<file path="src/rtl/rps_pkg.sv">
// Shared constants and types for the root port suspend and resume block
package rps_pkg;

    // ==========================================================
    // Register map
    localparam logic [3:0] PORT_STATUS_OFS = 4'h0;
    localparam logic [3:0] PORT_STATE_OFS = 4'h4;

    // ==========================================================
    // Port status fields
    localparam int SUSPEND_BIT = 7;
    localparam int RESUME_DRIVE_BIT = 6;
    localparam int OC_CHANGE_BIT = 5;
    localparam int OC_ACTIVE_BIT = 4;
    localparam int PORT_ENABLED_BIT = 2;
    localparam int PORT_RESET_BIT = 8;
    localparam int PORT_POWER_BIT = 12;

    // ==========================================================
    // Reset values
    localparam logic RESUME_DRIVE_RST = 1'h0;
    localparam logic OC_CHANGE_RST = 1'h0;
    localparam logic SUSPEND_RST = 1'h0;
    localparam logic [2:0] SYNC_RST = 3'h0;

    // ==========================================================
    // Timing
    localparam int CLOCK_HZ = 125000000;
    localparam int HS_RETURN_MAX_MS = 2;
    localparam int HS_RETURN_MAX_CYC = HS_RETURN_MAX_MS * (CLOCK_HZ / 1000);
    localparam int RET_CNT_W = 18;

    // ==========================================================
    // Types
    typedef enum logic [1:0] {
        PS_DISABLED,
        PS_ENABLED,
        PS_SUSPENDED
    } rps_port_state_e;

    typedef enum logic [1:0] {
        RS_IDLE,
        RS_DRIVE,
        RS_RETURN
    } rps_resume_e;

    typedef struct packed {
        logic [3:0] address;
        logic read;
        logic write;
        logic [31:0] writedata;
        logic [3:0] byteenable;
    } rps_av_req_s;

endpackage : rps_pkg

</file>
<file path="src/rtl/rps_root_port.sv">
// Suspend, resume and over-current change logic of one root hub port
// ==========================================================
// What this block does
// - While suspended, block downstream data; only port reset signalling passes.
// - Suspend request waits for any in-progress transaction to finish.
// - While suspended, keep watching the bus for downstream resume.
// - Suspend flag reads one only once the port is actually suspended.
// - Software writes of zero to the suspend flag are ignored.
// - Software clearing the resume drive flag clears suspend.
// - Port reset rising from zero to one clears suspend.
// - Suspend and resume drive flags read zero while port power is off.
// - Software writing one to resume drive starts resume signalling.
// - J-to-K while suspended sets resume drive and port change detect.
// - Software-set resume drive leaves port change detect alone.
// - Drive full-speed K until software writes zero to resume drive.
// - Clearing resume drive returns to high-speed idle; flag holds one meanwhile.
// - Return to high-speed idle completes within 2 ms.
// - Over-current change sets on any change of over-current active.
// - Writing one clears over-current change; zero leaves it.
// - Resume drive and over-current change reset to zero.
// - Over-current active follows the over-current condition both ways.
// - Port state decodes from enabled and suspend flags.
module rps_root_port
    import rps_pkg::*;
#(
    parameter int RET_LIMIT_CYC = HS_RETURN_MAX_CYC
) (
    input wire logic CLOCK,
    input wire logic RST_N,
    input wire logic [3:0] AVS_ADDRESS,
    input wire logic AVS_READ,
    input wire logic AVS_WRITE,
    input wire logic [31:0] AVS_WRITEDATA,
    input wire logic [3:0] AVS_BYTEENABLE,
    output logic [31:0] AVS_READDATA,
    output logic AVS_WAITREQUEST,
    input wire logic PORT_ENABLED,
    input wire logic PORT_RESET,
    input wire logic PORT_POWER,
    input wire logic XFER_BUSY,
    input wire logic HS_IDLE_DONE,
    input wire logic LINE_K,
    input wire logic OVERCURRENT_IN,
    output logic BLOCK_DOWNSTREAM,
    output logic DRIVE_RESUME_K,
    output logic DRIVE_HS_IDLE,
    output logic PORT_CHANGE_SET
);

    // ==========================================================
    // Pin synchronisers
    logic k_level;
    logic k_changed;
    logic oc_act;
    logic oc_changed;
    logic port_reset_ctl_prev_q, port_reset_ctl_prev_d;

    // Each pin gets its own filter; the line idles at J after reset
    rps_pin_sync line_k_sync_i (
        .clock(CLOCK),
        .rst_n(RST_N),
        .pin(LINE_K),
        .level(k_level),
        .changed(k_changed)
    );

    rps_pin_sync oc_sync_i (
        .clock(CLOCK),
        .rst_n(RST_N),
        .pin(OVERCURRENT_IN),
        .level(oc_act),
        .changed(oc_changed)
    );

    // Only the rising edge of port reset clears suspend, a held reset does not
    always_comb begin
        port_reset_ctl_prev_d = PORT_RESET;
    end

    always_ff @(posedge CLOCK or negedge RST_N) begin
        if (!RST_N) begin
            port_reset_ctl_prev_q <= 1'b0;
        end else begin
            port_reset_ctl_prev_q <= port_reset_ctl_prev_d;
        end
    end

    // ==========================================================
    // Avalon slave: one wait cycle, then the request completes
    rps_av_req_s req;
    logic wait_q, wait_d;
    logic [31:0] rdata_q, rdata_d;
    logic wr_fire;
    logic wr_status;
    rps_port_state_e port_state;

    assign req = '{address: AVS_ADDRESS, read: AVS_READ, write: AVS_WRITE,
                   writedata: AVS_WRITEDATA, byteenable: AVS_BYTEENABLE};
    assign wr_fire = req.write && !wait_q;
    assign wr_status = wr_fire && (req.address == PORT_STATUS_OFS) && req.byteenable[0];

    // ==========================================================
    // Suspend and resume state
    rps_resume_e res_q, res_d;
    logic susp_q, susp_d;
    logic pend_q, pend_d;
    logic occ_q, occ_d;
    logic pcd_q, pcd_d;
    logic drive_k_q, drive_k_d;
    logic hs_idle_q, hs_idle_d;
    logic [RET_CNT_W-1:0] ret_cnt_q, ret_cnt_d;
    logic res_flag;
    logic j_to_k;

    assign res_flag = (res_q != RS_IDLE);
    assign j_to_k = k_changed && !k_level && susp_q;

    always_comb begin
        if (!PORT_ENABLED) begin
            port_state = PS_DISABLED;
        end else if (susp_q) begin
            port_state = PS_SUSPENDED;
        end else begin
            port_state = PS_ENABLED;
        end
    end

    always_comb begin
        res_d = res_q;
        susp_d = susp_q;
        pend_d = pend_q;
        pcd_d = 1'b0;
        ret_cnt_d = ret_cnt_q;
        occ_d = occ_q;
        if (wr_status && req.writedata[OC_CHANGE_BIT]) begin
            occ_d = 1'b0;
        end
        if (oc_changed) begin
            occ_d = 1'b1;
        end
        if (wr_status && req.writedata[SUSPEND_BIT] && !susp_q) begin
            pend_d = 1'b1;
        end
        if (pend_q && !XFER_BUSY) begin
            pend_d = 1'b0;
            susp_d = 1'b1;
        end
        case (res_q)
            RS_IDLE: begin
                if (wr_status && req.writedata[RESUME_DRIVE_BIT]) begin
                    res_d = RS_DRIVE;
                end else if (j_to_k) begin
                    res_d = RS_DRIVE;
                    pcd_d = 1'b1;
                end
            end
            RS_DRIVE: begin
                if (wr_status && !req.writedata[RESUME_DRIVE_BIT]) begin
                    res_d = RS_RETURN;
                    susp_d = 1'b0;
                    pend_d = 1'b0;
                    ret_cnt_d = '0;
                end
            end
            RS_RETURN: begin
                ret_cnt_d = ret_cnt_q + 1'b1;
                // Cap guarantees completion even if the PHY never reports idle
                if (HS_IDLE_DONE || (ret_cnt_q >= RET_CNT_W'(RET_LIMIT_CYC - 1))) begin
                    res_d = RS_IDLE;
                end
            end
            default: begin
                res_d = RS_IDLE;
            end
        endcase
        if (PORT_RESET && !port_reset_ctl_prev_q) begin
            susp_d = 1'b0;
            pend_d = 1'b0;
        end
        if (!PORT_POWER) begin
            susp_d = 1'b0;
            pend_d = 1'b0;
            res_d = RS_IDLE;
            pcd_d = 1'b0;
        end
        drive_k_d = (res_d == RS_DRIVE);
        hs_idle_d = (res_d == RS_RETURN);
    end

    always_ff @(posedge CLOCK or negedge RST_N) begin
        if (!RST_N) begin
            res_q <= RS_IDLE;
            susp_q <= SUSPEND_RST;
            pend_q <= 1'b0;
            occ_q <= OC_CHANGE_RST;
            pcd_q <= 1'b0;
            drive_k_q <= RESUME_DRIVE_RST;
            hs_idle_q <= 1'b0;
            ret_cnt_q <= '0;
        end else begin
            res_q <= res_d;
            susp_q <= susp_d;
            pend_q <= pend_d;
            occ_q <= occ_d;
            pcd_q <= pcd_d;
            drive_k_q <= drive_k_d;
            hs_idle_q <= hs_idle_d;
            ret_cnt_q <= ret_cnt_d;
        end
    end

    // ==========================================================
    // Read data, captured as waitrequest falls
    always_comb begin
        wait_d = 1'b1;
        rdata_d = '0;
        if ((req.read || req.write) && wait_q) begin
            wait_d = 1'b0;
        end
        if (req.read && wait_q) begin
            case (req.address)
                PORT_STATUS_OFS: begin
                    rdata_d[SUSPEND_BIT] = susp_q && PORT_POWER;
                    rdata_d[RESUME_DRIVE_BIT] = res_flag && PORT_POWER;
                    rdata_d[OC_CHANGE_BIT] = occ_q;
                    rdata_d[OC_ACTIVE_BIT] = oc_act;
                    rdata_d[PORT_ENABLED_BIT] = PORT_ENABLED;
                    rdata_d[PORT_RESET_BIT] = PORT_RESET;
                    rdata_d[PORT_POWER_BIT] = PORT_POWER;
                end
                PORT_STATE_OFS: begin
                    rdata_d[1:0] = port_state;
                    rdata_d[2] = pend_q;
                    rdata_d[3] = (res_q == RS_RETURN);
                end
                default: begin
                    rdata_d = '0;
                end
            endcase
        end
    end

    always_ff @(posedge CLOCK or negedge RST_N) begin
        if (!RST_N) begin
            wait_q <= 1'b1;
            rdata_q <= '0;
        end else begin
            wait_q <= wait_d;
            rdata_q <= rdata_d;
        end
    end

    assign AVS_WAITREQUEST = wait_q;
    assign AVS_READDATA = rdata_q;
    // Port reset travels on its own path and is never gated here
    assign BLOCK_DOWNSTREAM = susp_q;
    assign DRIVE_RESUME_K = drive_k_q;
    assign DRIVE_HS_IDLE = hs_idle_q;
    assign PORT_CHANGE_SET = pcd_q;

endmodule : rps_root_port

// ==========================================================
// Three-flop pin filter; a change counts once stages two and three agree
module rps_pin_sync
    import rps_pkg::*;
#(
    parameter logic [2:0] STAGE_RST = SYNC_RST
) (
    input wire logic clock,
    input wire logic rst_n,
    input wire logic pin,
    output logic level,
    output logic changed
);

    logic [2:0] stage_q, stage_d;
    logic level_q, level_d;

    always_comb begin
        stage_d = {stage_q[1:0], pin};
        // A one-cycle glitch is never in stages two and three at once and never counts
        level_d = (stage_q[1] == stage_q[2]) ? stage_q[2] : level_q;
    end

    always_ff @(posedge clock or negedge rst_n) begin
        if (!rst_n) begin
            stage_q <= STAGE_RST;
            level_q <= STAGE_RST[2];
        end else begin
            stage_q <= stage_d;
            level_q <= level_d;
        end
    end

    assign level = level_q;
    // Left combinational so the change acts in the cycle the level updates
    assign changed = (level_d != level_q);

endmodule : rps_pin_sync

</file>
<file path="config.mk">
export PLATFORM = sky130hd
export DESIGN_NAME = rps_root_port
export DESIGN_NICKNAME = d
export VERILOG_FILES = /design/src/rtl/rps_pkg.sv /design/src/rtl/rps_root_port.sv
export SDC_FILE = /design/constraint.sdc
export NUM_CORES = 1
export LEC_CHECK = 0
export ABC_AREA = 0
export BUFFER_PORTS_ARGS = -buffer_cell sky130_fd_sc_hd__buf_2
export CORE_ASPECT_RATIO = 0.75
export CORE_MARGIN = 4
export CORE_UTILIZATION = 50
export CTS_CLUSTER_SIZE = 20
export DETAILED_ROUTE_END_ITERATION = 12
export PLACE_DENSITY = 0.87
export SYNTH_ARGS = -nofsm -noshare
export SYNTH_HDL_FRONTEND = slang
export SYNTH_SLANG_ARGS = --single-unit
</file>
<file path="constraint.sdc">
create_clock -name CLOCK -period 3 [get_ports CLOCK]
set_input_delay 0.15 -clock CLOCK [delete_from_list [all_inputs] [get_ports CLOCK]]
set_output_delay 0.15 -clock CLOCK [all_outputs]
set_load 0.05 [all_outputs]
</file>
Word level (Yosys, flattened, before mapping)
Cells that the tools add are included.
W data, S select, Z words.
{ "totals": {"regBits": 68, "in_bits": 51, "out_inout_bits": 37} }
{ "classes": {"addsub": 1, "order_cmp": 1, "eq_ne": 10, "mux": 36, "n_reduce_logical": 30} }
{ "op_table": {"columns": ["cell", "n"], "rows": [
  ["$pmux W18 S2", 1],
  ["$mux W1", 22],
  ["$add A18 B1 Y18 const B", 1],
  ["$ge A18 B18 Y1 const B", 1],
  ["$mux W18", 1],
  ["$logic_and A1 B1 Y1", 16],
  ["$mux W2", 8],
  ["$mux W13", 1],
  ["$logic_not A1 Y1", 6],
  ["$pmux W2 S3", 1],
  ["$reduce_bool A2 Y1", 3],
  ["$mux W5", 1],
  ["$eq A2 B1 Y1 const B", 2],
  ["$eq A2 B2 Y1 const B", 2],
  ["$eq A4 B3 Y1 const B", 1],
  ["$logic_not A4 Y1", 1],
  ["$eq A1 B1 Y1", 2],
  ["$logic_not A2 Y1", 1],
  ["$logic_or A1 B1 Y1", 2],
  ["$ne A1 B1 Y1", 2],
  ["$ne A2 B2 Y1 const B", 1],
  ["$pmux W1 S2", 1],
  ["$reduce_and A2 Y1", 1]
]} }

Longest topological paths before layout
Gate-level depths: netlist of run 1.
{ "depth": {"depth_word": 12, "ltp_mapped": 6} }

Hierarchy
Synthesis of run 1 repeated with hierarchy kept, for this count alone.
{ "hier_totals": {"hier_cells": 216, "area_unflattened_um2": 2239.6} }
{ "by_module_without_submodules": {"columns": ["module", "instances", "cells_each", "area_each_um2", "seq_area_each_um2"], "rows": [
  ["rps_root_port", 1, 198, 1986.9, 952.2],
  ["rps_pin_sync", 2, 9, 126.4, 100.1]
]} }

Least setup slack after synthesis of run 1
OpenSTA, ideal clock, no wires.
{ "synth_timing": {"kind": "register to register", "start": "reg wait_q (netlist: AVS_WAITREQUEST)", "end": "reg ret_cnt_q[10]", "setup_ns": 0.110, "arrival_time_ns": 1.450, "t_required_ns": 2.890, "setup_slack_ns": 1.440, "path_stages_with_launch": 6, "path_buffers": 1, "synth_period_minus_slack_ns": 1.560, "cell_sequence": "dfstp_2 -> and4bb_1 -> a31oi_2 -> buf_2 -> o21ai_1 -> o41ai_1"} }
{ "synth_via": {"elab_chain_cells": 7} }
{ "synth_rtl": {"columns": ["element", "line", "text"], "rows": [
  ["from (decl)", "rps_root_port.sv:91", "logic wait_q, wait_d;"],
  ["from (signal assigned)", "rps_root_port.sv:248", "wait_q <= wait_d;"],
  ["$logic_not A1 Y1", "rps_root_port.sv:99", "assign wr_fire = req.write && !wait_q;"],
  ["$logic_and A1 B1 Y1", "rps_root_port.sv:99", null],
  ["$logic_and A1 B1 Y1 (2 in a row)", "rps_root_port.sv:100", "assign wr_status = wr_fire && (req.address == PORT_STATUS_OFS) && req.byteenable[0];"],
  ["$logic_and A1 B1 Y1", "rps_root_port.sv:158", "if (wr_status && !req.writedata[RESUME_DRIVE_BIT]) begin"],
  ["$ne A2 B2 Y1 (no line)", null, null],
  ["$reduce_and A2 Y1 (no line)", null, null],
  ["to (signal assigned)", "rps_root_port.sv:208", "ret_cnt_q <= ret_cnt_d;"],
  ["to (decl)", "rps_root_port.sv:111", "logic [RET_CNT_W-1:0] ret_cnt_q, ret_cnt_d;"]
]} }
Every way passes these cells.
A chain may end at the register's enable or synchronous reset.

Final worst setup path of run 1
{ "layout_timing": {"start": "reg res_q[0]", "end": "reg ret_cnt_q[9]"} }
{ "layout_via": {"elab_chain_cells": 3, "elab_cells_between_ends": 6, "cone_classes": "eq/ne: 3; mux: 1; reduce/logical: 2"} }
{ "layout_rtl": {"columns": ["element", "line", "text"], "rows": [
  ["from (decl)", "rps_root_port.sv:104", "rps_resume_e res_q, res_d;"],
  ["from (signal assigned)", "rps_root_port.sv:201", "res_q <= res_d;"],
  ["$eq A2 B1 Y1 or $eq A2 B2 Y1 (tied branches)", "rps_root_port.sv:148", "case (res_q)"],
  ["$ne A2 B2 Y1 (no line) or $reduce_bool A2 Y1 (tied branches)", null, null],
  ["$reduce_and A2 Y1 (no line)", null, null]
]} }
Several ways; a longest one is shown, not always the timed one.

==> results_dict.tcl, run 1 <==
set metrics [dict create \
    outcome "finished clean" \
    grt.total_usage_pct 17.0 \
    die_area_um2 5590 \
    cts-root-buf "clkbuf_8" \
    num_vias 1679 \
    die_h_um 65.8 \
    required_ps 3210 \
    syn_avg_cell_area_um2 10.6 \
    synth_seq_area_share_pct 51.8 \
    antenna_found_initial 0 \
    place_ws_ps 1240 \
    timing.final.crit_share_pct 61.0 \
    cts_tree "built" \
    crit_family "compound AO/OA/AOI/OAI gates" \
    dp_hpwl_um 3270 \
    clk_latency_ps 290 \
    cts_sinks 46 \
    synth_top_family_by_area "simple AND/OR/NAND/NOR gates" \
    layout_common_cells "dfrtp_1 (45), buf_2 (33), conb_1 (22), nand2_1 (18)" \
    syn_area_um2 2230 \
    powerDensity_nw_per_um2 497 \
    drc 0 \
    slew_headroom_pct 33.0 \
    synth-compound-area-share_pct 14.8 \
    synth_area_leader_cell "dfrtp_1" \
    synth-edff-count 0 \
    cp.arrival_ps 2040 \
    synth.mux.area_fraction_pct 1.80 \
    synth_area_leaders "dfrtp_1 (51%), buf_4 (8.1%), nand2_1 (3.0%), and2_1 (2.2%), nand3_1 (2.2%)" \
    setup_ws_ps 1170 \
    ys_types 51 \
    finalSetupViolCount 0 \
    drive_gt1_share_pct 20.3 \
    core_um2 4180 \
    critPathBufInv 0 \
    cp-start-kind "flip-flop" \
    synth_fa_ha_area_share_pct 1.46 \
    worstHoldPathType "input port to asynchronous set/reset pin" \
    first_global_vias 1582 \
    finClkSkew_ps 6.11 \
    syn_inst 210 \
    ys_warn_count 0 \
    wl_per_cell_um 15.2 \
    synth_xor_area_share_pct 0 \
    clockBufferDepth 2 \
    final_nets 297 \
    tightest_slew_ps 1000 \
    peakVddDrop_mv 0.254 \
    first_pass_iters 4 \
    path_clk_slew_ps 80 \
    routed_via_density 5.58 \
    n_antenna_cell 0 \
    drv_slew 0 \
    ios 88 \
    drtIter0Drc 92 \
    routed_wl_um 4570 \
    utilization_pct 59.2 \
    cts_inserted_buffers 5 \
    area_growth_pct 11.2 \
    max-cap-violations 0 \
    cpMaxStageDelayCell "a31oi_2" \
    mostFrequentLayoutCell "dfrtp_1" \
    path_cells "and2b_1, a31oi_2, o21ai_0, o21ai_0" \
    synth-async-reset-ratio_pct 100 \
    grt_pass1_wl_um 7560 \
    cts_resized 0 \
    place.gp.congestion 0.914 \
    yosys.area.top_type_share_pct 50.6 \
    io_buffers 33 \
    critPathMaxFanout 14 \
    end_kind "flip-flop" \
    fp.dieW_um 85.0 \
    start_util_pct 53.3 \
    rsz0062_at_grt "false" \
    ys_ff_latch 46 \
    synth_simple_gate_area_share_pct 20.2 \
    final_antenna_net_count 0 \
    fmax_mhz 546 \
    grt_max_degree 47 \
    ys.flop_type "dfrtp_1" \
    criticalPathCategory "flip-flop to flip-flop" \
    hold_viol_final 0 \
    cp_common_cell "o21ai_0" \
    overflow 0 \
    cts_max_level 2 \
    slowest_delay_ps 600 \
    tns_ps 0 \
    p_leak_nw 1.22 \
    fin_crit_ps 1830 \
    rows 20 \
]
==> power by group <==
part | switching [mW] | total, mW | internal (mW)
clock | 0.201 | 0.473 | 0.272
sequential | 0.00788 | 0.639 | 0.632
combinational | 0.0968 | 0.118 | 0.0217
total | 0.306 | 1.23 | 0.925
==> cell usage after synthesis, types with 4 or more instances <==
cell and number:
and2_1 8, mux2i_1 4, nor2_1 10, a21oi_1 8
a31oi_1 4, buf_4 24, nand3_1 10, o21ai_0 8
and3_1 7, nand2_1 18, o21ai_1 10, dfrtp_1 45
==> metal layers <==
layer / routed length, um / share of wire, % / vias up / track usage, %
li1: - / - / 784 / -
met1: 2070 / 45 / 812 / 25.3
met2: 2070 / 45 / 76 / 25.4
met3: 361 / 7.9 / 7 / 2.24
met4: 69 / 1.5 / 0 / 5.93
met5: 0 / 0 / - / 0
==> sequential cells by signal, indices dropped and copies added (netlist names) <==
signal	flops
AVS_READDATA	10
AVS_WAITREQUEST	1
BLOCK_DOWNSTREAM	1
DRIVE_HS_IDLE	1
DRIVE_RESUME_K	1
PORT_CHANGE_SET	1
line_k_sync_i.level	1
line_k_sync_i.stage_q	3
oc_sync_i.level	1
oc_sync_i.stage_q	3
occ_q	1
pend_q	1
port_reset_ctl_prev_q	1
res_q	2
ret_cnt_q	18
==> final timing paths <==
path / startpoint / to / slack (ps) / cells after the start
worst max register to register: res_q[0] / ret_cnt_q[9] / 1170 / 4
min in group CLOCK: AVS_WRITE / AVS_WAITREQUEST / 40 / 2
worst min-delay path: RST_N / port_reset_ctl_prev_q / 20 / 1
worst max-delay path: res_q[0] / ret_cnt_q[9] / 1170 / 4
worst min register to register: line_k_sync_i.stage_q[0] / line_k_sync_i.stage_q[1] / 350 / 0
max in group asynchronous: RST_N / ret_cnt_q[14] / 2370 / 1
==> cell type report <==
type / instances / area [um2]
Fill cell: 346 / 1700
Sequential cell: 46 / 1150
Multi-Input combinational cell: 154 / 935
Timing Repair Buffer: 36 / 195
Clock buffer: 7 / 86.3
Tap cell: 55 / 68.8
Clock inverter: 1 / 30.0
Inverter: 2 / 7.51
==> repair_timing <==
item	4_1_cts	5_1_grt
hold buffers	3	0
hold endpoints to repair	3	0
endpoints found under the setup margin	0	0
setup buffers	0	0
==> logic make-up after synthesis <==
logic type / after synthesis
and+or+nand+nor: 76
AOI/OAI and AO/OA: 49
DFF: 46
buffers and inverters: 31
muxes: 4
adders and majority gates: 3
other: 1
==> through the flow <==
stage                     cell area (um2)  hold slack (ps)  std cells  power [mW]
final                                2470             17.5        301        1.23
after global routing                 2470             30.5        301        1.28
after CTS                            2470             33.2        301        1.23
after detailed placement             2330              261        290       0.767
after global placement               2330              257        290       0.764
after floorplan                      2300             -146        231       0.756
Power figures use the tool's default switching activity.
==> run 2: changes to the inputs <==
--- a/config.mk
+++ b/config.mk
@@ -9,10 +9,10 @@
 export BUFFER_PORTS_ARGS = -buffer_cell sky130_fd_sc_hd__buf_2
 export CORE_ASPECT_RATIO = 0.75
 export CORE_MARGIN = 4
-export CORE_UTILIZATION = 50
+export CORE_UTILIZATION = 48
 export CTS_CLUSTER_SIZE = 20
 export DETAILED_ROUTE_END_ITERATION = 12
-export PLACE_DENSITY = 0.87
+export PLACE_DENSITY = 0.84
 export SYNTH_ARGS = -nofsm -noshare
 export SYNTH_HDL_FRONTEND = slang
 export SYNTH_SLANG_ARGS = --single-unit
==> constraint.sdc (replaced) <==
create_clock -name CLOCK -period 1.8 [get_ports CLOCK]
set_input_delay 0.09 -clock CLOCK [delete_from_list [all_inputs] [get_ports CLOCK]]
set_output_delay 0.09 -clock CLOCK [all_outputs]
set_load 0.05 [all_outputs]
==> run 2 against run 1 <==
Critical path type unchanged; worst hold slack gained 0.52 ps; cell count increased by 3.3%; largest power group unchanged; non-clock buffer count grew 8; global-route usage decreased by 1.3 points; highest routed layer unchanged; count of clock-buffer cells in the layout unchanged; design area is 2.4% higher; largest cell class unchanged; critical path depth grew 1; sequential power up 66%; register-to-register slack worse by 1100 ps.
==> results_dict.tcl, run 2 (synthesized netlist as in run 1, its figures left out) <==
set metrics [dict create \
    outcome "finished clean" \
    drtIter0Drc 115 \
    worst_r2r_endpoint "ret_cnt_q[16]" \
    antenna_found_initial 0 \
    place_ws_ps 117 \
    clockBufferDepth 2 \
    post_cts_buffers 0 \
    cts_sinks 46 \
    tns_ps 0 \
    num_vias 1675 \
    area_growth_pct 13.8 \
    routed_via_density 5.39 \
    drv_slew 0 \
    drive_gt1_share_pct 22.0 \
    fp.dieW_um 86.6 \
    multi_input_comb_area_um2 935 \
    die_area_um2 5800 \
    grt_max_degree 47 \
    core_um2 4470 \
    setup_ws_ps 74.5 \
    cts_tree "built" \
    layout_common_cells "dfrtp_1 (45), buf_2 (33), conb_1 (22), nand2_1 (18)" \
    cts_max_level 2 \
    r2r-start "ret_cnt_q[0]" \
    overflow 0 \
    dp_cells 297 \
    timing.final.crit_share_pct 95.9 \
    place.gp.congestion 0.862 \
    cp-startpoint "ret_cnt_q[0]" \
    hold_viol_final 0 \
    end_kind "flip-flop" \
    ios 88 \
    drc 0 \
    io_buffers 33 \
    n_antenna_cell 0 \
    worstHoldPathType "input port to flip-flop" \
    dp_hpwl_um 3050 \
    worstHoldStart "PORT_ENABLED" \
    mostFrequentLayoutCell "dfrtp_1" \
    wl_per_cell_um 13.9 \
    grt.total_usage_pct 15.6 \
    tightest_slew_ps 560 \
    cp.arrival_ps 1910 \
    final_antenna_net_count 0 \
    die_h_um 67.0 \
    fin_crit_ps 1730 \
    criticalPathCategory "flip-flop to flip-flop" \
    layout.area.seq_um2 1150 \
    cp-start-kind "flip-flop" \
    largest_register "ret_cnt_q" \
    cts-root-buf "clkbuf_8" \
    instances_no_fill 311 \
    fmax_mhz 580 \
    slew_headroom_pct 62.7 \
    path_clk_slew_ps 90 \
    critPathCapture "ret_cnt_q[16]" \
    critPathMaxFanout 9 \
    cts_resized 0 \
    powerDensity_nw_per_um2 779 \
    rows 21 \
    final_nets 305 \
    first_global_vias 1443 \
    p_leak_nw 1.25 \
    first_pass_iters 4 \
    rr_worst_depth 5 \
    utilization_pct 56.7 \
    peakVddDrop_mv 0.414 \
    max-cap-violations 0 \
    reg2reg_setup_slack_ps 70 \
    required_ps 1980 \
    grt_pass1_wl_um 6910 \
    clk_latency_ps 300 \
    rsz0062_at_grt "false" \
    largest_register_ffs 18 \
    fillers 386 \
    start_util_pct 49.8 \
    finClkSkew_ps 7.58 \
    routed_wl_um 4330 \
    cts_inserted_buffers 5 \
    finalSetupViolCount 0 \
]
-- run 2: cell count changes in the layout (fill, tap and decap cells not counted) --
cell / before / now
clkbuf_8: 6 / 7
bufinv_16: 1 / 0
clkinv_4: 0 / 1
clkbuf_1: 1 / 0
buf_4: 0 / 5
dlygate4sd3_1: 3 / 6
-- run 2: power by group --
group | switching [mW] | leakage [nW] | internal (mW)
logic | 0.163 | 0.671 | 0.0438
registers | 0.0118 | 0.525 | 1.05
clock network | 0.352 | 0.0544 | 0.352
-- run 2: final cells by class --
type | count | area share (%)
multi-input combinational | 154 | 36.9
inverter | 2 | 0.296
clock inverter | 1 | 0.346
tap | 57 | 2.81
clock buffer | 7 | 3.80
timing repair buffer | 44 | 10.4
sequential | 46 | 45.5
-- run 2: routing by layer --
metal  part of all wire [%]  track usage (%)
met4                    1.7             6.23
met3                    8.4             4.57
met5                      0                0
met1                     46             21.5
met2                     44             23.1
-- run 2: per-stage QoR --
stage	hold slack [ps]	power [mW]	area, um2
2_1_floorplan	-206	1.26	2300
3_3_place_gp	200	1.28	2370
3_5_place_dp	203	1.28	2370
4_1_cts	5.33	1.99	2530
5_1_grt	15.6	2.07	2530
6_report	18.0	1.97	2530
-- run 2: critical path: stages, from the launching register on --
cell and delay (ps):
dfrtp_1 400, ha_1 190, and3_1 420, nand3_2 200, o311ai_1 290, o41ai_1 110
-- run 2: timing repair --
| action | in CTS | in global routing |
|---|---|---|
| endpoints found under the hold margin | 49 | 0 |
| hold buffers | 6 | 0 |
| endpoints found under the setup margin | 0 | 0 |
-- run 2: worst min path at each step --
stage               depth (start not counted)                   end  slack [ps]
global placement                            2         ret_cnt_q[15]         200
CTS                                         3       AVS_READDATA[0]           5
floorplan                                   0       AVS_READDATA[0]        -210
finish                                      3       AVS_READDATA[0]          20
global route                                3       AVS_READDATA[0]          20
detailed placement                          1  oc_sync_i.stage_q[0]         200
